[src/rtl/sec_pkg.sv]
package sec_pkg;

	// Register window on the sub-addressed host port
	localparam logic [7:0] SYNC_TIMING_ADDR = 8'h8b;
	localparam logic [7:0] FSC_BYTE0_ADDR = 8'h8c;
	localparam logic [7:0] FSC_BYTE1_ADDR = 8'h8d;
	localparam logic [7:0] FSC_BYTE2_ADDR = 8'h8e;
	localparam logic [7:0] FSC_BYTE3_ADDR = 8'h8f;
	localparam logic [7:0] FSC_PHASE_ADDR = 8'h90;
	localparam logic [7:0] CC_EVEN_LOW_ADDR = 8'h91;
	localparam logic [7:0] CC_EVEN_HIGH_ADDR = 8'h92;
	localparam logic [7:0] CC_ODD_LOW_ADDR = 8'h93;
	localparam logic [7:0] CC_ODD_HIGH_ADDR = 8'h94;
	localparam logic [7:0] PED_ODD_A_ADDR = 8'h95;
	localparam logic [7:0] PED_ODD_B_ADDR = 8'h96;
	localparam logic [7:0] PED_EVEN_A_ADDR = 8'h97;
	localparam logic [7:0] PED_EVEN_B_ADDR = 8'h98;
	localparam logic [7:0] COPY_CTRL_TOP_ADDR = 8'h99;
	localparam logic [7:0] COPY_DATA_MID_ADDR = 8'h9a;
	localparam logic [7:0] COPY_DATA_LOW_ADDR = 8'h9b;
	localparam logic [7:0] SCALE_LSBS_ADDR = 8'h9c;
	localparam logic [7:0] LUMA_SCALE_ADDR = 8'h9d;
	localparam logic [7:0] BLUE_DIFF_SCALE_ADDR = 8'h9e;
	localparam logic [7:0] RED_DIFF_SCALE_ADDR = 8'h9f;
	localparam logic [7:0] HUE_ADDR = 8'ha0;
	localparam logic [7:0] BRIGHTNESS_ADDR = 8'ha1;
	localparam logic [7:0] LUMA_SHAPING_ADDR = 8'ha2;
	localparam logic [7:0] NOISE_CORING_ADDR = 8'ha3;

	localparam int NUM_REGS = 25;
	localparam int IDX_W = 5;

	// Reset values, indexed from the first register of the window
	localparam logic [7:0] RST_VAL [NUM_REGS] = '{
		8'h00, 8'h1f, 8'h7c, 8'hf0, 8'h21, 8'h00, 8'h00, 8'h00, 8'h00, 8'h00,
		8'h00, 8'h00, 8'h00, 8'h00, 8'h00, 8'h00, 8'h00, 8'h00, 8'h00, 8'h00,
		8'h00, 8'h00, 8'h00, 8'h00, 8'h00
	};

	// Writable bits; reserved bits are held at zero
	localparam logic [7:0] WR_MASK [NUM_REGS] = '{
		8'hff, 8'hff, 8'hff, 8'hff, 8'hff, 8'hff, 8'hff, 8'hff, 8'hff, 8'hff,
		8'hff, 8'hff, 8'hff, 8'hff, 8'hff, 8'hff, 8'hff, 8'hff, 8'hff, 8'hff,
		8'hff, 8'hff, 8'hff, 8'h0f, 8'hff
	};

	// Sync timing register fields
	localparam int HS_WIDTH_LSB = 0;
	localparam int HS_VS_DELAY_LSB = 2;
	localparam int VS_RISE_EXT_BIT = 4;
	localparam int VS_WIDTH_LSB = 4;
	localparam int PIX_ADJ_LSB = 6;

	// Copy-generation control fields
	localparam int CGMS_TOP_LSB = 0;
	localparam int CGMS_CRC_BIT = 4;
	localparam int CGMS_ODD_BIT = 5;
	localparam int CGMS_EVEN_BIT = 6;
	localparam int WSS_EN_BIT = 7;

	// Scale LSB register fields
	localparam int LUMA_LSB_POS = 0;
	localparam int BLUE_LSB_POS = 2;
	localparam int RED_LSB_POS = 4;
	localparam int PHASE_LSB_POS = 6;

	localparam int WSS_BLANK_BIT = 7;
	localparam int BORDER_CORING_LSB = 0;
	localparam int DATA_CORING_LSB = 4;

	// Luma shaping gain: 0 dB code, used when the filter is not selected
	localparam logic [3:0] SHAPING_UNITY = 4'h6;
	localparam logic [3:0] CORING_MAX = 4'h8;

	// Timing codes, in pixel clock cycles
	localparam logic [7:0] PULSE_CYC0 = 8'h01;
	localparam logic [7:0] PULSE_CYC1 = 8'h04;
	localparam logic [7:0] PULSE_CYC2 = 8'h10;
	localparam logic [7:0] PULSE_CYC3 = 8'h80;
	localparam logic [4:0] DELAY_CYC0 = 5'h00;
	localparam logic [4:0] DELAY_CYC1 = 5'h04;
	localparam logic [4:0] DELAY_CYC2 = 5'h08;
	localparam logic [4:0] DELAY_CYC3 = 5'h12;

	// Extra vertical sync rising-edge delay
	localparam int CLK_MHZ = 200;
	localparam int RISE_EXT_US = 32;
	localparam int RISE_EXT_CYC = RISE_EXT_US * CLK_MHZ;
	localparam int CNT_W = 14;

	localparam logic [1:0] TIMING_MODE1 = 2'h1;
	localparam logic [1:0] TIMING_MODE2 = 2'h2;

	typedef enum logic [1:0] {
		VS_IDLE = 2'b00,
		VS_DELAY = 2'b01,
		VS_ACTIVE = 2'b10,
		VS_TRAIL = 2'b11
	} sec_vs_state_t;

	typedef struct packed {
		logic wrEn;
		logic rdEn;
		logic [7:0] subAddr;
		logic [7:0] wrData;
	} sec_host_req_t;

	typedef struct packed {
		logic [31:0] fscFreq;
		logic [9:0] fscPhase;
		logic [15:0] captionEvenExt;
		logic [15:0] captionOdd;
		logic [15:0] pedestalOffOdd;
		logic [15:0] pedestalOffEven;
		logic [19:0] cgmsData;
		logic [13:0] wssData;
		logic cgmsCrcEn;
		logic cgmsOddEn;
		logic cgmsEvenEn;
		logic wssEn;
		logic [9:0] lumaScale;
		logic [9:0] blueDifferenceScale;
		logic [9:0] redDifferenceScale;
		logic [7:0] hueOffset;
		logic [6:0] brightness;
		logic wssBlank;
		logic [3:0] lumaShapingFilterGain;
		logic signed [5:0] borderCoringGain;
		logic signed [5:0] dataCoringGain;
	} sec_cfg_t;

	typedef struct packed {
		logic hsyncN;
		logic vsyncN;
		logic pixelStart;
	} sec_sync_t;

endpackage : sec_pkg

[src/rtl/sec_reg_file.sv]
`timescale 1ns/10ps
module sec_reg_file (
	input wire logic ref_clk,
	input wire logic rst,
	input wire logic wrEn,
	input wire logic [sec_pkg::IDX_W-1:0] wrIdx,
	input wire logic [7:0] wrData,
	input wire logic rdEn,
	input wire logic rdHit,
	input wire logic [sec_pkg::IDX_W-1:0] rdIdx,
	output logic [7:0] rdData,
	output logic [sec_pkg::NUM_REGS*8-1:0] regs
);

	genvar i;
	generate
		for (i = 0; i < sec_pkg::NUM_REGS; i++)
		begin : g_byte
			always_ff @(posedge ref_clk or posedge rst)
			begin
				if (rst)
					regs[i*8 +: 8] <= sec_pkg::RST_VAL[i];
				else if (wrEn && wrIdx == sec_pkg::IDX_W'(i))
					regs[i*8 +: 8] <= wrData & sec_pkg::WR_MASK[i];
			end
		end
	endgenerate

	// Unmapped reads return zero
	always_ff @(posedge ref_clk or posedge rst)
	begin
		if (rst)
			rdData <= 8'h00;
		else if (rdEn)
			rdData <= rdHit ? regs[rdIdx*8 +: 8] : 8'h00;
	end

endmodule : sec_reg_file

[src/rtl/sec_config_regs.sv]
`timescale 1ns/10ps
// Overview of operation
// - Master modes: horizontal sync width from code 0-3 is 1, 4, 16, 128 cycles.
// - Vertical sync edge follows horizontal sync edge by 0, 4, 8 or 18 cycles.
// - Mode 1: rise-delay bit adds 32 us to sync delay; neighbour bit ignored.
// - Mode 2: vertical sync width from code is 1, 4, 16 or 128 cycles.
// - Pixel data start shifted 0 to 3 cycles after horizontal sync.
// - 32-bit subcarrier frequency from four bytes, low byte first, NTSC at reset.
// - Subcarrier phase: bits 9:2 from phase register, 1:0 from LSB register top.
// - Even-field extended and odd-field caption data, 16 bits each, low byte first.
// - Mask bits suppress pedestal per line 10 to 25, odd and even separately.
// - 20-bit CGMS over three registers, top nibble first; WSS uses low 14 bits.
// - Enables for CGMS CRC, CGMS odd, CGMS even and WSS in first register.
// - 10-bit luma and colour-difference scales, high bits own, low bits shared.
// - Hue adjusted by an 8-bit register value.
// - 7-bit brightness in bits 6:0; bit 7 blanks WSS data.
// - Shaping gain code -4 dB to +4 dB, only when filter selected; upper bits zero.
// - Coring gains border and data, +n/16 normally, -n/8 in noise reducer mode.
module sec_config_regs #(
	parameter int unsigned RiseExtCycles = sec_pkg::RISE_EXT_CYC
) (
	input wire logic ref_clk,
	input wire logic rst,
	input sec_pkg::sec_host_req_t hostReq,
	output logic [7:0] hostRdData,
	output logic hostRdValid,
	input wire logic masterMode,
	input wire logic [1:0] timingMode,
	input wire logic lumaShapingFilterSel,
	input wire logic noiseReducerMode,
	input wire logic lineStart,
	input wire logic fieldStart,
	input wire logic fieldEnd,
	output sec_pkg::sec_cfg_t cfg,
	output sec_pkg::sec_sync_t sync
);

	logic [sec_pkg::NUM_REGS*8-1:0] regs;
	logic [7:0] offset;
	logic addrHit;
	logic [sec_pkg::IDX_W-1:0] regIdx;
	sec_pkg::sec_cfg_t next_cfg;

	// Register window decode
	assign offset = hostReq.subAddr - sec_pkg::SYNC_TIMING_ADDR;
	assign addrHit = (hostReq.subAddr >= sec_pkg::SYNC_TIMING_ADDR) &&
		(hostReq.subAddr <= sec_pkg::NOISE_CORING_ADDR);
	assign regIdx = offset[sec_pkg::IDX_W-1:0];

	sec_reg_file u_reg_file (
		.ref_clk(ref_clk),
		.rst(rst),
		.wrEn(hostReq.wrEn && addrHit),
		.wrIdx(regIdx),
		.wrData(hostReq.wrData),
		.rdEn(hostReq.rdEn),
		.rdHit(addrHit),
		.rdIdx(regIdx),
		.rdData(hostRdData),
		.regs(regs)
	);

	always_ff @(posedge ref_clk or posedge rst)
	begin
		if (rst)
			hostRdValid <= 1'b0;
		else
			hostRdValid <= hostReq.rdEn;
	end

	// Callers must be procedural: the bank is read without being an argument
	function automatic logic [7:0] regAt(input logic [7:0] addr);
		logic [7:0] rel;
		rel = addr - sec_pkg::SYNC_TIMING_ADDR;
		return regs[rel[sec_pkg::IDX_W-1:0]*8 +: 8];
	endfunction : regAt

	// Coring code to signed sixteenths, clamped at the top code
	function automatic logic signed [5:0] coringGain(input logic [3:0] code,
		input logic reducer);
		logic [3:0] c;
		// Codes above 8 are undefined; clamping keeps the gain bounded
		c = (code > sec_pkg::CORING_MAX) ? sec_pkg::CORING_MAX : code;
		if (reducer)
			return -$signed({1'b0, c, 1'b0});
		else
			return $signed({2'b00, c});
	endfunction : coringGain

	// Field assembly
	always_comb
	begin
		logic [7:0] lsbs;
		logic [7:0] copyTop;
		logic [7:0] copyMid;
		logic [7:0] copyLow;
		logic [7:0] bright;
		logic [7:0] coring;
		logic [7:0] shaping;
		lsbs = regAt(sec_pkg::SCALE_LSBS_ADDR);
		copyTop = regAt(sec_pkg::COPY_CTRL_TOP_ADDR);
		copyMid = regAt(sec_pkg::COPY_DATA_MID_ADDR);
		copyLow = regAt(sec_pkg::COPY_DATA_LOW_ADDR);
		bright = regAt(sec_pkg::BRIGHTNESS_ADDR);
		coring = regAt(sec_pkg::NOISE_CORING_ADDR);
		shaping = regAt(sec_pkg::LUMA_SHAPING_ADDR);
		next_cfg.fscFreq = {regAt(sec_pkg::FSC_BYTE3_ADDR), regAt(sec_pkg::FSC_BYTE2_ADDR),
			regAt(sec_pkg::FSC_BYTE1_ADDR), regAt(sec_pkg::FSC_BYTE0_ADDR)};
		next_cfg.fscPhase = {regAt(sec_pkg::FSC_PHASE_ADDR),
			lsbs[sec_pkg::PHASE_LSB_POS +: 2]};
		next_cfg.captionEvenExt = {regAt(sec_pkg::CC_EVEN_HIGH_ADDR),
			regAt(sec_pkg::CC_EVEN_LOW_ADDR)};
		next_cfg.captionOdd = {regAt(sec_pkg::CC_ODD_HIGH_ADDR),
			regAt(sec_pkg::CC_ODD_LOW_ADDR)};
		// Bit 0 of each mask is line 10, bit 15 is line 25
		next_cfg.pedestalOffOdd = {regAt(sec_pkg::PED_ODD_B_ADDR),
			regAt(sec_pkg::PED_ODD_A_ADDR)};
		next_cfg.pedestalOffEven = {regAt(sec_pkg::PED_EVEN_B_ADDR),
			regAt(sec_pkg::PED_EVEN_A_ADDR)};
		next_cfg.cgmsData = {copyTop[sec_pkg::CGMS_TOP_LSB +: 4], copyMid, copyLow};
		next_cfg.wssData = {copyMid[5:0], copyLow};
		next_cfg.cgmsCrcEn = copyTop[sec_pkg::CGMS_CRC_BIT];
		next_cfg.cgmsOddEn = copyTop[sec_pkg::CGMS_ODD_BIT];
		next_cfg.cgmsEvenEn = copyTop[sec_pkg::CGMS_EVEN_BIT];
		next_cfg.wssEn = copyTop[sec_pkg::WSS_EN_BIT];
		next_cfg.lumaScale = {regAt(sec_pkg::LUMA_SCALE_ADDR),
			lsbs[sec_pkg::LUMA_LSB_POS +: 2]};
		next_cfg.blueDifferenceScale = {regAt(sec_pkg::BLUE_DIFF_SCALE_ADDR),
			lsbs[sec_pkg::BLUE_LSB_POS +: 2]};
		next_cfg.redDifferenceScale = {regAt(sec_pkg::RED_DIFF_SCALE_ADDR),
			lsbs[sec_pkg::RED_LSB_POS +: 2]};
		next_cfg.hueOffset = regAt(sec_pkg::HUE_ADDR);
		next_cfg.brightness = bright[6:0];
		next_cfg.wssBlank = bright[sec_pkg::WSS_BLANK_BIT];
		// Reserved upper bits are masked on write, so only the code is kept
		next_cfg.lumaShapingFilterGain = lumaShapingFilterSel ?
			shaping[3:0] : sec_pkg::SHAPING_UNITY;
		next_cfg.borderCoringGain = coringGain(coring[sec_pkg::BORDER_CORING_LSB +: 4],
			noiseReducerMode);
		next_cfg.dataCoringGain = coringGain(coring[sec_pkg::DATA_CORING_LSB +: 4],
			noiseReducerMode);
	end

	always_ff @(posedge ref_clk or posedge rst)
	begin
		if (rst)
			cfg <= '0;
		else
			cfg <= next_cfg;
	end

	// Sync timing generator, active only as timing master
	logic [7:0] syncTiming;
	logic [7:0] hsCnt;
	logic [7:0] next_hsCnt;
	logic [sec_pkg::CNT_W-1:0] vsCnt;
	logic [sec_pkg::CNT_W-1:0] next_vsCnt;
	sec_pkg::sec_vs_state_t vsState;
	sec_pkg::sec_vs_state_t next_vsState;
	logic [2:0] lineDly;
	logic [sec_pkg::CNT_W-1:0] delayB;
	logic [sec_pkg::CNT_W-1:0] delayC;
	logic [sec_pkg::CNT_W-1:0] vsWidth;
	logic lineGo;
	logic [1:0] pixAdj;
	logic hsyncN;
	logic vsyncN;
	logic pixelStart;

	function automatic logic [7:0] pulseCycles(input logic [1:0] code);
		unique case (code)
			2'b00: return sec_pkg::PULSE_CYC0;
			2'b01: return sec_pkg::PULSE_CYC1;
			2'b10: return sec_pkg::PULSE_CYC2;
			2'b11: return sec_pkg::PULSE_CYC3;
		endcase
	endfunction : pulseCycles

	function automatic logic [4:0] delayCycles(input logic [1:0] code);
		unique case (code)
			2'b00: return sec_pkg::DELAY_CYC0;
			2'b01: return sec_pkg::DELAY_CYC1;
			2'b10: return sec_pkg::DELAY_CYC2;
			2'b11: return sec_pkg::DELAY_CYC3;
		endcase
	endfunction : delayCycles

	// Procedural, so later register writes reach it through the function
	always_comb
	begin
		syncTiming = regAt(sec_pkg::SYNC_TIMING_ADDR);
	end
	assign lineGo = masterMode && lineStart;
	assign pixAdj = syncTiming[sec_pkg::PIX_ADJ_LSB +: 2];
	assign delayB = sec_pkg::CNT_W'(delayCycles(syncTiming[sec_pkg::HS_VS_DELAY_LSB +: 2]));
	// Mode 1 with the rise bit set stretches the rising edge; bit 5 is ignored
	assign delayC = (timingMode == sec_pkg::TIMING_MODE1 && syncTiming[sec_pkg::VS_RISE_EXT_BIT]) ?
		delayB + sec_pkg::CNT_W'(RiseExtCycles) : delayB;
	assign vsWidth = sec_pkg::CNT_W'(pulseCycles(syncTiming[sec_pkg::VS_WIDTH_LSB +: 2]));

	// Fields come from separate processes, so the struct gets one driver here
	assign sync = '{
		hsyncN: hsyncN,
		vsyncN: vsyncN,
		pixelStart: pixelStart
	};

	// Horizontal sync pulse counter
	always_comb
	begin
		// Slave mode parks the counter so hsync stays released
		if (!masterMode)
			next_hsCnt = 8'h00;
		else if (lineStart)
			next_hsCnt = pulseCycles(syncTiming[sec_pkg::HS_WIDTH_LSB +: 2]);
		else if (hsCnt != 8'h00)
			next_hsCnt = hsCnt - 8'h01;
		else
			next_hsCnt = 8'h00;
	end

	always_ff @(posedge ref_clk or posedge rst)
	begin
		if (rst)
		begin
			hsCnt <= 8'h00;
			hsyncN <= 1'b1;
		end
		else
		begin
			hsCnt <= next_hsCnt;
			hsyncN <= (next_hsCnt == 8'h00);
		end
	end

	// Vertical sync sequencing
	always_comb
	begin
		next_vsState = vsState;
		next_vsCnt = vsCnt;
		if (!masterMode)
		begin
			next_vsState = sec_pkg::VS_IDLE;
			next_vsCnt = '0;
		end
		else
		begin
			unique case (vsState)
				sec_pkg::VS_IDLE:
				begin
					if (lineGo && fieldStart)
					begin
						if (delayB == '0)
						begin
							next_vsState = sec_pkg::VS_ACTIVE;
							next_vsCnt = vsWidth;
						end
						else
						begin
							next_vsState = sec_pkg::VS_DELAY;
							next_vsCnt = delayB;
						end
					end
				end
				sec_pkg::VS_DELAY:
				begin
					if (vsCnt == sec_pkg::CNT_W'(1))
					begin
						next_vsState = sec_pkg::VS_ACTIVE;
						next_vsCnt = vsWidth;
					end
					else
						next_vsCnt = vsCnt - sec_pkg::CNT_W'(1);
				end
				sec_pkg::VS_ACTIVE:
				begin
					if (timingMode == sec_pkg::TIMING_MODE2)
					begin
						// Fixed width pulse
						if (vsCnt == sec_pkg::CNT_W'(1))
							next_vsState = sec_pkg::VS_IDLE;
						else
							next_vsCnt = vsCnt - sec_pkg::CNT_W'(1);
					end
					else if (lineGo && fieldEnd)
					begin
						if (delayC == '0)
							next_vsState = sec_pkg::VS_IDLE;
						else
						begin
							next_vsState = sec_pkg::VS_TRAIL;
							next_vsCnt = delayC;
						end
					end
				end
				sec_pkg::VS_TRAIL:
				begin
					if (vsCnt == sec_pkg::CNT_W'(1))
						next_vsState = sec_pkg::VS_IDLE;
					else
						next_vsCnt = vsCnt - sec_pkg::CNT_W'(1);
				end
			endcase
		end
	end

	always_ff @(posedge ref_clk or posedge rst)
	begin
		if (rst)
		begin
			vsState <= sec_pkg::VS_IDLE;
			vsCnt <= '0;
			vsyncN <= 1'b1;
		end
		else
		begin
			vsState <= next_vsState;
			vsCnt <= next_vsCnt;
			vsyncN <= !(next_vsState == sec_pkg::VS_ACTIVE ||
				next_vsState == sec_pkg::VS_TRAIL);
		end
	end

	// Pixel data start, delayed from the line start
	always_ff @(posedge ref_clk or posedge rst)
	begin
		if (rst)
		begin
			lineDly <= 3'h0;
			pixelStart <= 1'b0;
		end
		else
		begin
			lineDly <= {lineDly[1:0], lineGo};
			// Stale line starts left in the delay line must not leak out in slave mode
			if (!masterMode)
				pixelStart <= 1'b0;
			else
				pixelStart <= (pixAdj == 2'h0) ? lineGo : lineDly[pixAdj - 2'h1];
		end
	end

endmodule : sec_config_regs

[config.mk]
export PLATFORM = sky130hd
export DESIGN_NAME = sec_config_regs
export DESIGN_NICKNAME = d
export VERILOG_FILES = /design/src/rtl/sec_pkg.sv /design/src/rtl/sec_reg_file.sv /design/src/rtl/sec_config_regs.sv
export SDC_FILE = /design/constraint.sdc
export NUM_CORES = 1
export LEC_CHECK = 0
export ABC_AREA = 1
export BUFFER_PORTS_ARGS = -buffer_cell sky130_fd_sc_hd__buf_2
export CORE_MARGIN = 5
export CORE_UTILIZATION = 40
export CTS_CLUSTER_SIZE = 30
export DETAILED_ROUTE_END_ITERATION = 16
export GPL_TIMING_DRIVEN = 0
export SKIP_CTS_REPAIR_TIMING = 1
export SKIP_LAST_GASP = 1
export SYNTH_ARGS = -nofsm -noshare
export SYNTH_HDL_FRONTEND = slang
export SYNTH_SLANG_ARGS = --single-unit
[constraint.sdc]
create_clock -name ref_clk -period 22 [get_ports ref_clk]
set_input_delay 2.2 -clock ref_clk [delete_from_list [all_inputs] [get_ports ref_clk]]
set_output_delay 2.2 -clock ref_clk [all_outputs]
set_load 0.005 [all_outputs]
# Yosys cells after proc, flatten, opt, wreduce, memory -nomap -nowiden
# Cells that the tools add are included.
dict set report totals {
  reg_bits 441
  out_inout_bits 218
  inputBits 28
}
dict set report op_classes {
  shifts 1
  reduce_logical 44
  add_sub_neg 7
  n_eq_ne 44
  order_cmp 5
  mux 35
}
# operator count
set op_table {}
lappend op_table {{$shiftx A200 B9 Y8} 1}
lappend op_table {{$mux W14} 8}
lappend op_table {{$pmux W8 S4} 2}
lappend op_table {{$pmux W14 S4} 1}
lappend op_table {{$eq A5 B5 Y1 const B} 9}
lappend op_table {{$eq A5 B4 Y1 const B} 8}
lappend op_table {{$mux W8} 5}
lappend op_table {{$logic_and A1 B1 Y1} 31}
lappend op_table {{$logic_not A14 Y1} 2}
lappend op_table {{$eq A2 B2 Y1 const B} 11}
lappend op_table {{$eq A5 B3 Y1 const B} 4}
lappend op_table {{$pmux W5 S4} 1}
lappend op_table {{$mux W2} 8}
lappend op_table {{$add A5 B13 Y14 const B} 1}
lappend op_table {{$eq A14 B1 Y1 const B} 1}
lappend op_table {{$sub A14 B1 Y14 const B} 1}
lappend op_table {{$mux W4} 3}
lappend op_table {{$mux W6} 2}
lappend op_table {{$neg A5 Y6} 2}
lappend op_table {{$eq A2 B1 Y1 const B} 5}
lappend op_table {{$eq A5 B2 Y1 const B} 2}
lappend op_table {{$logic_not A2 Y1} 5}
lappend op_table {{$ge A8 B8 Y1 const B} 1}
lappend op_table {{$gt A4 B4 Y1 const B} 2}
lappend op_table {{17 further kinds} 20}

# Longest topological paths before layout
dict set report logic_depth {
  word_depth 13
  ltp_mapped 18
  depth_no_buf 12
}

# Hierarchy
# A second synthesis with hierarchy kept.
dict set report unflattened {
  cells_unflattened 1859
  area_unflattened_um2 17335.4
}
# module n_inst seq_area_each_um2 cells_each area_each_um2
set modules_own_cells {}
lappend modules_own_cells {sec_reg_file 1 5124.9 1253 9853.2}
lappend modules_own_cells {sec_config_regs 1 5582.9 606 7482.2}

# Worst setup path before layout
# Ideal clock, no wire load.
dict set report synth_path {
  kind {input to register}
  from {input hostReq[8] (netlist name)}
  to {register u_reg_file.rdData[0]}
  stages 18
  path_buffers 6
  setup_time_ps 118
  arrival_time_ps 4265
  setup_slack_ps 17617
  path_cell_list {buf_2 inv_2 buf_2 clkbuf_1 ha_1 clkbuf_1 inv_1 buf_2 buf_1 nand3_1 nand2_1 nand2_1 nand2_1 nand2_1 nand2_1 nand2_1 nand3_1 nand2_1}
}
dict set report synth_via {
  elab_chain_cells 3
}
# item line
set synth_lines {}
lappend synth_lines {{from (decl)} sec_config_regs.sv:24} ;# input sec_pkg::sec_host_req_t hostReq,
lappend synth_lines {{$sub A5 B4 Y5, or another cell as far along} sec_config_regs.sv:45} ;# assign offset = hostReq.subAddr - sec_pkg::SYNC_TIMING_ADDR;
lappend synth_lines {{$shiftx A200 B9 Y8 or $logic_and A1 B1 Y1 (tied branches)} {sec_reg_file.sv:35, sec_config_regs.sv:46}}
lappend synth_lines {{$mux W8 *} sec_reg_file.sv:35} ;# rdData <= rdHit ? regs[rdIdx*8 +: 8] : 8'h00;
lappend synth_lines {{to (signal assigned)} sec_reg_file.sv:35}
lappend synth_lines {{to (decl)} sec_reg_file.sv:11} ;# output logic [7:0] rdData,
# Every way passes the cells marked *; elsewhere a longest branch is shown, timed or not.
# A chain may end at the register's enable or synchronous reset.

# Final worst setup path
dict set report layout_path {
  from {input hostReq[8] (netlist name)}
  to {register u_reg_file.rdData[1]}
}
# Same word-level chain as after synthesis.

==> impl_metrics.yaml <==
synthesis:
  synthFlopType: "dfrtp_1"
  syn_inst: 1876
  syn_nets: 1916
  yosys_warnings: 0
  ys_ff_latch: 427
  ys_seq_area_frac: 0.619
  yosysUniqueCellTypes: 37
  synth_edf_count: 0
  async_flop_share: 1.00
  syn_area_um2: 17300
  syn_area_per_cell_um2: 9.21
clock_network:
  clock_latency_ns: 0.59
  root_buffer: "clkbuf_16"
  clk_pin_slew_worst_paths_ns: 0.06
  cts_tree: "done"
  clockBufferDepth: 3
  cts_buffers: 46
  htree_num_levels: 2
  cts.sinks: 427
worst_hold_path:
  min_from: "lineDly[1]"
  min_path_type: "flip-flop to flip-flop"
setup_path:
  cp-end-kind: "flip-flop"
  crit_type: "input pin to flip-flop"
  r2r_start: "vsCnt[1]"
  r2r_end: "vsCnt[12]"
  setup.worst_path.start_class: "input pin"
  crit_start: "hostReq[8]"
  r2r_slack_ns: 19.78
  crit_arrival_ns: 5.91
  r2r_cells: 10
  endpoint: "u_reg_file.rdData[1]"
  crit_fanout: 11
  crit_required_ns: 22.46
route:
  drt_iter0_markers: 1199
  drt_wl_total_mm: 54.5
  avgViaCountPerCell: 4.98
  dr.pass1.iters: 6
  ant_nets: 0
  vias: 13925
  wl_per_cell_um: 19.5
  route.detailed.drc: 0
timing:
  finClkSkew_ns: 0.0212
  hold_violations: 0
  maxSlewHeadroom: 0.377
  tns_ns: 0
  min_period_ns: 5.45
  rsz0062_at_grt: "no"
  fin_crit_sh: 0.248
  timing.fmax_mhz: 183
  report.final.slew_viol_count: 0
  tightest_slew_ns: 0.935
  finalSetupViolCount: 0
floorplanning:
  fp.dieW_um: 218
  die_area_um2: 47500
  core-area_um2: 42900
  die_y_um: 218
  io_pins: 246
  initial_utilization: 0.403
  row_count: 76
final_layout:
  area_delta_synth_final_pct: 21.2
  drive_gt1_frac: 0.196
  num-nets-final: 2211
  fin_area_um2: 21000
  finalNonFillerCells: 2795
  layout_common_cells: "nand2_1, dfrtp_1, buf_2"
  mostFrequentLayoutCell: "nand2_1"
global_route:
  grt_usage: 0.227
  antenna_found_initial: 1
  grt_pass1_wl_mm: 82.9
  overflow: 0
  grt_max_degree: 129
  grt_pass1_vias: 13857
power_and_ir_drop:
  leakagePower_nw: 11.1
  power_mw: 1.92
  peakVddDrop_uv: 68.4
  power_per_cell_area_nw_per_um2: 91.8
placed_design:
  place_congestion: 0.912
  dpl_cell_area_um2: 19300
  hpwl_mm: 40.1
  dp.cells: 2708
  portBuffers: 244
run:
  max-cap-violations: 0
run_status:
  status: "complete, no violations"
-- how the worst min path moves through the flow --
stage | to | cells past startpoint
2_1_floorplan | lineDly[2] | 0
3_3_place_gp | lineDly[2] | 0
4_1_cts | lineDly[2] | 0
6_report | lineDly[2] | 0
3_5_place_dp | lineDly[1] | 0
5_1_grt | lineDly[2] | 0
-- synth_stat cells, drive strengths merged, types with 6 or more instances --
cell type	number	area share
buf	66	0.028
ha	12	0.0087
nand3	142	0.041
a21oi	10	0.0029
clkbuf	39	0.0085
nor3	14	0.0041
nor2	98	0.022
xor2	7	0.0040
nand4	6	0.0022
inv	104	0.023
o21ai	236	0.070
nand2	691	0.16
dfstp	18	0.027
dfrtp	409	0.59
-- final cells by class --
cell class              instances  area [um2]
clock inverters                19         297
plain buffers                 105         627
flip-flops and latches        427       10700
diodes                          2        5.00
repair buffers                247        1300
inverters                     105         402
well taps                     585         732
clock buffers                  66        1330
fillers                      4043       21900
multi-input cells            1239        5560
-- report_power, final --
part | internal, mW | total (mW) | switching, mW
clock | 0.494 | 0.817 | 0.323
sequential | 0.840 | 0.878 | 0.0384
combinational | 0.0773 | 0.228 | 0.151
total | 1.41 | 1.92 | 0.512
-- per-layer routing --
| layer | global-route usage | vias up | routed length, um |
|---|---|---|---|
| li1 | - | 6589 | - |
| met1 | 0.319 | 6760 | 24100 |
| met2 | 0.360 | 474 | 25000 |
| met3 | 0.0416 | 102 | 3590 |
| met4 | 0.0768 | 0 | 1760 |
| met5 | 0 | - | 0 |
-- sequential cells by signal, indices dropped and copies added (netlist names) --
name and flops:
hostRdValid 1, vsState 2, hsCnt 8, hsyncN 1, cfg 192, pixelStart 1
vsCnt 14, vsyncN 1, u_reg_file.regs 196, lineDly 3, u_reg_file.rdData 8
-- critical path, stage by stage --
cell and delay (ns):
buf_2 0.12, buf_2 0.17, inv_2 0.09, buf_2 0.26
clkbuf_1 0.53, ha_1 0.34, clkbuf_1 0.19, inv_1 0.10
buf_2 0.26, buf_1 0.62, nand3_1 0.23, nand2_1 0.16
nand2_1 0.07, nand2_1 0.12, nand2_1 0.06, nand2_1 0.10
nand2_1 0.08, nand3_1 0.12, nand2_1 0.06
-- stage by stage --
stage | hold slack [ns] | util | setup slack (ns)
floorplan | 0.349 | - | 7.94
global placement | 0.354 | 0.449 | 3.73
finish | 0.382 | 0.489 | 16.55
CTS | 0.385 | 0.489 | 16.64
global route | 0.393 | 0.489 | 16.35
detailed placement | 0.371 | 0.451 | 16.04
-- cell families after synthesis --
group                    share of synthesized area
buffers and inverters                       0.0591
adder cells (fa/ha/maj)                    0.00869
XOR/XNOR                                   0.00550
flip-flops                                   0.619
AO/OA/AOI/OAI                               0.0776
AND/OR/NAND/NOR                              0.230
No activity file was read; power rests on OpenSTA's default activity.
